`config.mk`:
```
export PLATFORM = sky130hd
export DESIGN_NAME = csp_port
export DESIGN_NICKNAME = d
export VERILOG_FILES = /design/src/csp_pkg.sv /design/src/csp_sync.sv /design/src/csp_clkgen.sv /design/src/csp_port.sv
export SDC_FILE = /design/constraint.sdc
export NUM_CORES = 1
export LEC_CHECK = 0
export BUFFER_PORTS_ARGS = -buffer_cell sky130_fd_sc_hd__buf_2
export CAP_MARGIN = 5
export CELL_PAD_IN_SITES_DETAIL_PLACEMENT = 1
export CELL_PAD_IN_SITES_GLOBAL_PLACEMENT = 2
export CORE_MARGIN = 2
export CORE_UTILIZATION = 41
export DETAILED_ROUTE_END_ITERATION = 12
export PLACE_DENSITY = 0.94
export SLEW_MARGIN = 25
export SYNTH_ARGS = -nofsm -noshare
export SYNTH_HDL_FRONTEND = slang
export SYNTH_SLANG_ARGS = --single-unit
```
`constraint.sdc`:
```
create_clock -name pclk -period 5.1 [get_ports pclk]
set_clock_uncertainty 0.15 [all_clocks]
set_input_delay 0 -clock pclk [delete_from_list [all_inputs] [get_ports pclk]]
set_output_delay 0 -clock pclk [all_outputs]
set_load 0.1 [all_outputs]
```
`src/csp_pkg.sv`:
```
// Package: register map, field layout and constants of the serial port
package csp_pkg;

  // Register indices; byte address is four times the index
  localparam logic [7:0]  SIG_I_IDX   = 8'hA5;
  localparam logic [7:0]  SIG_Q_IDX   = 8'hA6;
  localparam logic [7:0]  SPC_IDX     = 8'hA9;
  localparam logic [7:0]  STAT_IDX    = 8'hAA;
  localparam logic [7:0]  RXW_IDX     = 8'hAB;
  localparam int          AW          = 12;
  localparam logic [11:0] SIG_I_ADDR  = {2'h0, SIG_I_IDX, 2'h0};
  localparam logic [11:0] SIG_Q_ADDR  = {2'h0, SIG_Q_IDX, 2'h0};
  localparam logic [11:0] SPC_ADDR    = {2'h0, SPC_IDX, 2'h0};
  localparam logic [11:0] STAT_ADDR   = {2'h0, STAT_IDX, 2'h0};
  localparam logic [11:0] RXW_ADDR    = {2'h0, RXW_IDX, 2'h0};

  // Serial port control fields
  localparam int          SPC_W       = 10;
  localparam logic [9:0]  SPC_RESET   = 10'h000;
  localparam int          SPC_ROUTE   = 9;
  localparam int          SPC_FS_HI   = 8;
  localparam int          SPC_FS_LO   = 7;
  localparam int          SPC_WL_HI   = 6;
  localparam int          SPC_WL_LO   = 5;
  localparam int          SPC_MASTER  = 4;
  localparam int          SPC_DIV_HI  = 3;

  // Status fields
  localparam int          ST_RXF      = 0;
  localparam int          ST_BUSY     = 1;
  localparam int          ST_MASTER   = 2;
  localparam int          ST_PEND     = 3;

  // Frame sync styles
  localparam logic [1:0]  FS_PULSE    = 2'h0;
  localparam logic [1:0]  FS_FRAME    = 2'h1;

  // Word lengths
  localparam logic [5:0]  WL_12       = 6'h0C;
  localparam logic [5:0]  WL_16       = 6'h10;
  localparam logic [5:0]  WL_24       = 6'h18;
  localparam int          SAMP_W      = 24;
  localparam int          SIG_W       = 16;
  localparam int          RX_BITS     = 16;

  // Bit clock limit against pclk rate
  localparam int          PCLK_HZ     = 25_000_000;
  localparam int          SCLK_MAX_HZ = 80_000_000;

  typedef enum logic [1:0] {CSP_IDLE, CSP_LEAD, CSP_SHIFT} csp_state_t;

  // Word length code to bits per word
  function automatic logic [5:0] csp_wl(input logic [1:0] code);
    if (code[1])
      csp_wl = WL_24;
    else if (code[0])
      csp_wl = WL_16;
    else
      csp_wl = WL_12;
  endfunction : csp_wl

endpackage : csp_pkg

```
`src/csp_sync.sv`:
```
// Two-stage synchroniser for a group of asynchronous levels
`timescale 1ns/1ps
`default_nettype none
module csp_sync #(
  parameter int W = 1
) (
  input  wire logic         pclk,
  input  wire logic         presetn,
  input  wire logic [W-1:0] d,
  output var  logic [W-1:0] q
);
  logic [W-1:0] meta_r;

  // First stage feeds only the second stage
  always_ff @(posedge pclk or negedge presetn)
  begin
    if (!presetn)
    begin
      meta_r <= '0;
      q      <= '0;
    end
    else
    begin
      meta_r <= d;
      q      <= meta_r;
    end
  end
endmodule : csp_sync
`default_nettype wire

```
`src/csp_clkgen.sv`:
```
// Bit clock divider for master mode, with edge strobes
`timescale 1ns/1ps
`default_nettype none
module csp_clkgen (
  input  wire logic       pclk,
  input  wire logic       presetn,
  input  wire logic       run,
  input  wire logic [3:0] div,
  output var  logic       sclk,
  output var  logic       rise,
  output var  logic       fall
);
  logic [3:0] cnt_r;

  // Half period is div+1 pclk cycles; stopped clock idles low
  always_ff @(posedge pclk or negedge presetn)
  begin
    if (!presetn)
    begin
      cnt_r <= 4'h0;
      sclk  <= 1'b0;
      rise  <= 1'b0;
      fall  <= 1'b0;
    end
    else if (!run)
    begin
      cnt_r <= 4'h0;
      sclk  <= 1'b0;
      rise  <= 1'b0;
      fall  <= sclk;
    end
    else if (cnt_r == div)
    begin
      cnt_r <= 4'h0;
      sclk  <= ~sclk;
      rise  <= ~sclk;
      fall  <= sclk;
    end
    else
    begin
      cnt_r <= cnt_r + 4'h1;
      rise  <= 1'b0;
      fall  <= 1'b0;
    end
  end
endmodule : csp_clkgen
`default_nettype wire

```
`src/csp_port.sv`:
```
// Channel serial output port: I/Q frame shifter, control input, APB regs
//
// Summary of operation
// - Master drives bit clock, slave receives it
// - Sample control input on fall, outputs on rise
// - Frame sync sampled on fall, frame starts next rise
// - Bit clock never above 80 MHz
// - Control input frames itself, independent of sync
// - I then Q, MSB first, one bit per rise
// - Data output released outside own slot
// - Slave silent until sync, then drives first bit
// - Frame end high during last bit cycle
// - Cascaded slave starts with no idle cycle
// - Word length 12, 16 or 24 bits
// - Style 00: one sync cycle before data
// - Style 01: sync high across all data bits
// - Style 1x: sync before I and before Q
// - Routing bit copies filter output to signatures
// - Sync is output as master, input as slave
// - Ports 1-3 reset as slave; port 0 strapped
`timescale 1ns/1ps
`default_nettype none
module csp_port
  import csp_pkg::*;
#(
  parameter int PORT_INDEX = 0
) (
  input  wire logic              pclk,
  input  wire logic              presetn,
  input  wire logic              psel,
  input  wire logic              penable,
  input  wire logic              pwrite,
  input  wire logic [AW-1:0]     paddr,
  input  wire logic [31:0]       pwdata,
  output var  logic [31:0]       prdata,
  output var  logic              pready,
  output var  logic              pslverr,
  input  wire logic [SAMP_W-1:0] filter_i,
  input  wire logic [SAMP_W-1:0] filter_q,
  input  wire logic              filter_valid,
  input  wire logic              port0_master_strap,
  input  wire logic              sclk_in,
  output var  logic              sclk_out,
  output var  logic              sclk_oe,
  input  wire logic              frame_sync_in,
  output var  logic              frame_sync_out,
  output var  logic              frame_sync_oe,
  output var  logic              serial_sample_output,
  output var  logic              serial_sample_oe,
  output var  logic              frame_end,
  input  wire logic              serial_control_input
);

  // Fastest generated bit clock is half of pclk
  initial
  begin
    if (PCLK_HZ / 2 > SCLK_MAX_HZ)
      $error("bit clock would exceed its limit");
    if (PORT_INDEX < 0 || PORT_INDEX > 3)
      $error("port index out of range");
  end

  logic [SPC_W-1:0]    spc_r;
  logic [SIG_W-1:0]    sig_i_r;
  logic [SIG_W-1:0]    sig_q_r;
  logic [RX_BITS-1:0]  rxw_r;
  logic                rxf_r;
  logic                master_r;
  logic [SAMP_W-1:0]   hold_i_r;
  logic [SAMP_W-1:0]   hold_q_r;
  logic                pend_r;
  csp_state_t          state_r;
  logic [47:0]         sh_r;
  logic [5:0]          cnt_r;
  logic [5:0]          wl_r;
  logic [1:0]          style_r;
  logic                fs_seen_r;
  logic                sclk_d3_r;
  logic                rx_act_r;
  logic [4:0]          rx_cnt_r;
  logic [RX_BITS-1:0]  rx_sh_r;
  logic [3:0]          s_in;
  logic                gen_sclk;
  logic                gen_rise;
  logic                gen_fall;
  logic                rise;
  logic                fall;
  logic                rx_done;
  logic                start_now;
  logic [5:0]          wl_now;
  logic [47:0]         frame_img;
  logic                wr_stb;
  logic                rd_stb;

  // Pins from outside the pclk domain
  csp_sync #(.W(4)) csp_sync_inst (
    .pclk    (pclk),
    .presetn (presetn),
    .d       ({port0_master_strap, serial_control_input,
               frame_sync_in, sclk_in}),
    .q       (s_in)
  );

  // Bit clock generator, running only as master
  csp_clkgen csp_clkgen_inst (
    .pclk    (pclk),
    .presetn (presetn),
    .run     (master_r),
    .div     (spc_r[SPC_DIV_HI:0]),
    .sclk    (gen_sclk),
    .rise    (gen_rise),
    .fall    (gen_fall)
  );

  // Edge memory for the received bit clock
  always_ff @(posedge pclk or negedge presetn)
  begin
    if (!presetn)
      sclk_d3_r <= 1'b0;
    else
      sclk_d3_r <= s_in[0];
  end

  // Edge strobes from own or far-side clock
  assign rise = master_r ? gen_rise : (s_in[0] & ~sclk_d3_r);
  assign fall = master_r ? gen_fall : (~s_in[0] & sclk_d3_r);

  // Role: port 0 follows the strap, others the register bit
  always_ff @(posedge pclk or negedge presetn)
  begin
    if (!presetn)
      master_r <= 1'b0;
    else if (PORT_INDEX == 0)
      master_r <= s_in[3];
    else
      master_r <= spc_r[SPC_MASTER];
  end

  // Pin directions follow the role
  always_ff @(posedge pclk or negedge presetn)
  begin
    if (!presetn)
    begin
      sclk_out      <= 1'b0;
      sclk_oe       <= 1'b0;
      frame_sync_oe <= 1'b0;
    end
    else
    begin
      sclk_out      <= gen_sclk;
      sclk_oe       <= master_r;
      frame_sync_oe <= master_r;
    end
  end

  // APB decode
  assign wr_stb = psel & penable & pready & pwrite;
  assign rd_stb = psel & ~penable & ~pready;

  // No wait state: answer in the first access cycle
  always_ff @(posedge pclk or negedge presetn)
  begin
    if (!presetn)
    begin
      pready  <= 1'b0;
      pslverr <= 1'b0;
      prdata  <= 32'h0000_0000;
    end
    else if (rd_stb)
    begin
      pready  <= 1'b1;
      pslverr <= 1'b0;
      prdata  <= 32'h0000_0000;
      if (paddr == SPC_ADDR)
        prdata[SPC_W-1:0] <= spc_r;
      else if (paddr == SIG_I_ADDR)
        prdata[SIG_W-1:0] <= sig_i_r;
      else if (paddr == SIG_Q_ADDR)
        prdata[SIG_W-1:0] <= sig_q_r;
      else if (paddr == STAT_ADDR)
        prdata[ST_PEND:0] <= {pend_r, master_r,
                              state_r != CSP_IDLE, rxf_r};
      else if (paddr == RXW_ADDR)
        prdata[RX_BITS-1:0] <= rxw_r;
      else
        pslverr <= 1'b1;
    end
    else
    begin
      pready  <= 1'b0;
      pslverr <= 1'b0;
    end
  end

  // Control register
  always_ff @(posedge pclk or negedge presetn)
  begin
    if (!presetn)
      spc_r <= SPC_RESET;
    else if (wr_stb && paddr == SPC_ADDR)
      spc_r <= pwdata[SPC_W-1:0];
  end

  // Filter samples: hold for the port and optionally to signatures
  always_ff @(posedge pclk or negedge presetn)
  begin
    if (!presetn)
    begin
      hold_i_r <= '0;
      hold_q_r <= '0;
      sig_i_r  <= '0;
      sig_q_r  <= '0;
    end
    else if (filter_valid)
    begin
      hold_i_r <= filter_i;
      hold_q_r <= filter_q;
      if (spc_r[SPC_ROUTE])
      begin
        sig_i_r <= filter_i[SAMP_W-1 -: SIG_W];
        sig_q_r <= filter_q[SAMP_W-1 -: SIG_W];
      end
    end
  end

  // Master sends one frame per new sample; a new one beats the clear
  always_ff @(posedge pclk or negedge presetn)
  begin
    if (!presetn)
      pend_r <= 1'b0;
    else if (filter_valid)
      pend_r <= 1'b1;
    else if (rise && master_r && state_r == CSP_IDLE)
      pend_r <= 1'b0;
  end

  // Slave sync caught on falling edges, only while idle
  always_ff @(posedge pclk or negedge presetn)
  begin
    if (!presetn)
      fs_seen_r <= 1'b0;
    else if (fall && !master_r && state_r == CSP_IDLE)
      fs_seen_r <= s_in[1];
    else if (rise)
      fs_seen_r <= 1'b0;
  end

  // Word length and frame image, MSB aligned
  assign wl_now    = csp_wl(spc_r[SPC_WL_HI:SPC_WL_LO]);
  assign frame_img = (wl_now == WL_24) ? {hold_i_r, hold_q_r} :
                     (wl_now == WL_16) ?
                     {hold_i_r[23:8], hold_q_r[23:8], 16'h0000} :
                     {hold_i_r[23:12], hold_q_r[23:12], 24'h000000};
  assign start_now = master_r ? pend_r : fs_seen_r;

  // Frame shifter; all outputs change on rising bit clock edges
  always_ff @(posedge pclk or negedge presetn)
  begin
    if (!presetn)
    begin
      state_r              <= CSP_IDLE;
      sh_r                 <= '0;
      cnt_r                <= 6'h00;
      wl_r                 <= WL_12;
      style_r              <= FS_PULSE;
      frame_sync_out       <= 1'b0;
      serial_sample_output <= 1'b0;
      serial_sample_oe     <= 1'b0;
      frame_end            <= 1'b0;
    end
    else if (rise)
    begin
      case (state_r)
        CSP_IDLE:
        begin
          frame_end      <= 1'b0;
          frame_sync_out <= 1'b0;
          wl_r           <= wl_now;
          // Slave ignores the style field, as only 00 is legal there
          style_r <= master_r ? spc_r[SPC_FS_HI:SPC_FS_LO]
                              : FS_PULSE;
          if (!start_now)
            serial_sample_oe <= 1'b0;
          else if (master_r && spc_r[SPC_FS_HI:SPC_FS_LO] != FS_FRAME)
          begin
            frame_sync_out   <= 1'b1;
            serial_sample_oe <= 1'b0;
            sh_r             <= frame_img;
            cnt_r            <= {wl_now[4:0], 1'b0};
            state_r          <= CSP_LEAD;
          end
          else
          begin
            frame_sync_out       <= master_r;
            serial_sample_output <= frame_img[47];
            serial_sample_oe     <= 1'b1;
            sh_r                 <= {frame_img[46:0], 1'b0};
            cnt_r                <= {wl_now[4:0], 1'b0} - 6'h01;
            state_r              <= CSP_SHIFT;
          end
        end
        CSP_LEAD:
        begin
          frame_sync_out       <= 1'b0;
          serial_sample_output <= sh_r[47];
          serial_sample_oe     <= 1'b1;
          sh_r                 <= {sh_r[46:0], 1'b0};
          cnt_r                <= cnt_r - 6'h01;
          state_r              <= CSP_SHIFT;
        end
        default:
        begin
          serial_sample_output <= sh_r[47];
          sh_r                 <= {sh_r[46:0], 1'b0};
          cnt_r                <= cnt_r - 6'h01;
          // Style 1x: pulse while the last I bit goes out
          if (style_r[1])
            frame_sync_out <= (cnt_r == wl_r + 6'h01);
          else
            frame_sync_out <= (style_r == FS_FRAME);
          if (cnt_r == 6'h01)
          begin
            frame_end <= 1'b1;
            state_r   <= CSP_IDLE;
          end
        end
      endcase
    end
  end

  // Self-framed control input: start bit then a word, on falls
  assign rx_done = fall && rx_act_r && rx_cnt_r == 5'h01;

  always_ff @(posedge pclk or negedge presetn)
  begin
    if (!presetn)
    begin
      rx_act_r <= 1'b0;
      rx_cnt_r <= 5'h00;
      rx_sh_r  <= '0;
      rxw_r    <= '0;
    end
    else if (fall)
    begin
      if (!rx_act_r)
      begin
        rx_act_r <= s_in[2];
        rx_cnt_r <= 5'(RX_BITS);
      end
      else
      begin
        rx_sh_r  <= {rx_sh_r[RX_BITS-2:0], s_in[2]};
        rx_cnt_r <= rx_cnt_r - 5'h01;
        if (rx_cnt_r == 5'h01)
        begin
          rx_act_r <= 1'b0;
          rxw_r    <= {rx_sh_r[RX_BITS-2:0], s_in[2]};
        end
      end
    end
  end

  // Word-received flag; a new word wins over a write-one clear
  always_ff @(posedge pclk or negedge presetn)
  begin
    if (!presetn)
      rxf_r <= 1'b0;
    else if (rx_done)
      rxf_r <= 1'b1;
    else if (wr_stb && paddr == STAT_ADDR && pwdata[ST_RXF])
      rxf_r <= 1'b0;
  end

endmodule : csp_port
`default_nettype wire

```
==> run summary <==
GP Congestion -> 0.824
worst setup margin -> 1.65 ns
Hold Vio Cnt, Final -> 0
Pwr Total -> 5.95 mW
Final Slew Violations -> 0
first-pass GRT wire length -> 54.1 mm
Core ar. -> 27,000 sq um
First DRT Iteration DRCs -> 618
drt wl/cell -> 22.1 um
All-Layer GR Usage -> 0.238
syn avg cell area -> 11.0 sq um
post-detail-place hpwl -> 21.2 mm
Synth Register Bits -> 232
Worst EP arrival -> 3.80 ns
maximum vdd ir drop -> 209 uV
MaxCap Viol Count -> 0
Critical Path Sink Type -> flip-flop
setup TNS -> 0 ns
crit share post-route -> 0.676
Tightest Hold Check Type -> input pin to flip-flop
P per Cell Area -> 429 nW/um^2
r2r setup slk -> 1.65 ns
Clock Latency Late Sink -> 0.57 ns
r2r startpoint -> state_r[1]
vias in the first global route -> 9,524
Routed Antenna Nets -> 0
IO buf count -> 104
Post-synth EDFFs -> 0
sequential fraction of the synthesis area -> 0.513
min-delay src -> filter_valid
Pleak -> 6.20 nW
pre-CTS WS -> 1.70 ns
Hold EP -> pend_r
top cell type's share of synthesized area -> 0.508
metal2 WL -> 16.7 mm
most frequent cells in the layout -> 229 x dfrtp_1, 114 x mux2_2, 103 x buf_2
status -> completed
Most used DFF post-synth -> dfrtp_1
FMAX -> 290 MHz
Distinct cells, synth -> 68
CTS tree -> done
DRT Pass-1 Iters -> 5
area delta synth->final -> 22.4%
multi-input logic area -> 5060 sq um
Least-Margin Pin Slew -> 1.07 ns
wl on met1 -> 15.1 mm
Setup violations, final -> 0
RSZ-0062 raised after global routing -> no
Max-slew headroom -> 0.285
top cells by area, synth -> dfrtp_1 51%, mux2_2 11%, o21ai_0 3.1%, nor2_1 2.3%, a21oi_1 2.1%
fin nets -> 1,303
vias -> 9,161
layout cells sized above 1 -> 0.254
clk slew on worst S/H paths -> 0.06 ns
Mapped Cells -> 1,033
Worst Reg-to-Reg Cells -> 7
Synth async-reset ratio -> 1.00
CTS Buf Count -> 27
H-tree levels -> 1
largest fanout on the critical path -> 35
antenna violations before repair -> 1
clk root buf -> clkbuf_16
total grt overflow -> 0
Die ar. -> 29,000 sq um
reg-to-reg endpoint -> prdata[1]
pin count of the biggest net entering global routing -> 118
Remaining DRCs -> 0
commonest non-fill, non-tap cell in the layout -> dfrtp_1
routed vias/inst -> 5.88
WL met3 -> 1.83 mm
I/O pin cnt -> 143
Initial Util -> 0.419
area leader, netlist -> dfrtp_1
clock sinks -> 232
worst setup path class -> flip-flop to flip-flop
Final min period -> 3.45 ns
Cell Area, Synth -> 11,300 sq um
Max Buffers Root-to-Sink -> 3
Die W -> 170 um
Rows -> 60
Final Routed Wirelength -> 34.4 mm
FF/Latch Area -> 5810 sq um
startpoint types -> flip-flop
top routing layer used -> met4
fill cell count -> 2,907
Yosys warnings -> 0
die height -> 170 um
Hold Path Cell Cnt -> 3
CP required -> 5.45 ns
==> flip-flops by register name (all words and copies together), names as in the netlist, 5 cells and up <==
register / flops
hold_i_r: 24
sig_q_r: 16
rx_sh_r: 15
cnt_r: 6
rxw_r: 16
sig_i_r: 16
rx_cnt_r: 5
prdata: 16
hold_q_r: 24
sh_r: 48
spc_r: 10
==> area by class of cell <==
cell class              count  share of cell area
diodes                      1            0.000180
inverters                   9             0.00244
repair buffers            214               0.115
flip-flops and latches    232               0.419
clock inverters            21              0.0174
clock buffers              29              0.0500
well taps                 341              0.0308
multi-input cells         712               0.365
==> per-layer routing <==
layer	global-route usage	vias to the layer above
met3	0.0365	53
met1	0.324	4750
met4	0.0702	0
met5	0	-
met2	0.395	274
li1	-	4084
==> cells by family after synthesis <==
kind of cell / synth area share
AOI/OAI and AO/OA: 0.172
xor gates and xnor gates: 0.00773
adders and majority gates: 0.00552
buffers and inverters: 0.0468
DFF: 0.513
muxes: 0.134
other: 0.000331
and+or+nand+nor: 0.122
==> how the worst max path moves through the flow <==
| stage | start | endpoint | slack, ns |
|---|---|---|---|
| after detailed placement | master_r | rxw_r[4] | 1.70 |
| final | state_r[1] | prdata[1] | 1.65 |
| after global placement | master_r | rxw_r[2] | 1.83 |
| after floorplan | pready | spc_r[0] | 2.84 |
| after global routing | state_r[1] | prdata[1] | 1.51 |
| after CTS | master_r | rxw_r[4] | 1.71 |
==> worst max-delay path: stages (launching register included) <==
cell	delay, ns
dfrtp_1	0.47
or2_2	0.59
buf_4	0.48
o2111a_1	0.25
o21ai_0	0.08
dlygate4sd3_1	0.56
a211oi_1	0.22
dlygate4sd3_1	0.58
==> Yosys cell counts (4+ instances only) <==
cell type	number
a222oi_1	6
a211oi_1	24
a31oi_1	26
a2111oi_0	8
a21boi_0	16
nand4_1	5
mux2_2	114
mux2_4	8
a211o_1	8
nor2b_1	17
o211ai_1	5
a22o_1	4
buf_4	21
o21ai_0	70
nand3_1	10
o21a_1	7
a221oi_1	7
ha_1	5
a22oi_1	20
xnor2_1	5
buf_1	9
a221o_1	8
nor3_1	10
dfrtp_1	230
buf_6	4
nand2_1	62
mux2i_1	11
and3b_1	8
nand2b_1	14
nor2_1	68
a21oi_1	48
or3b_2	4
inv_1	8
clkbuf_1	44
buf_2	16
xor2_1	5
and2_1	5
o22ai_1	9
o31ai_1	14
and3_1	29
==> power by group <==
part           internal, mW  switching [mW]
registers              2.22           0.295
logic                 0.531           0.860
clock network          1.20           0.849
==> metrics by stage <==
stage,utilization,cell area (sq um),instances,hold WS (ns)
after floorplan,-,11400,1048,-0.446
after global placement,0.443,12000,1412,-0.0404
after detailed placement,0.443,12000,1412,-0.0397
after CTS,0.513,13900,1558,0.00172
after global routing,0.513,13900,1559,0.0511
final,0.513,13900,1559,0.0123
==> what timing repair did <==
action	in CTS	in global routing
hold buffers	96	0
hold endpoints to repair	227	0
setup buffers	0	0
resized for setup	0	0
Note: power is estimated with default switching activity, not from simulation.
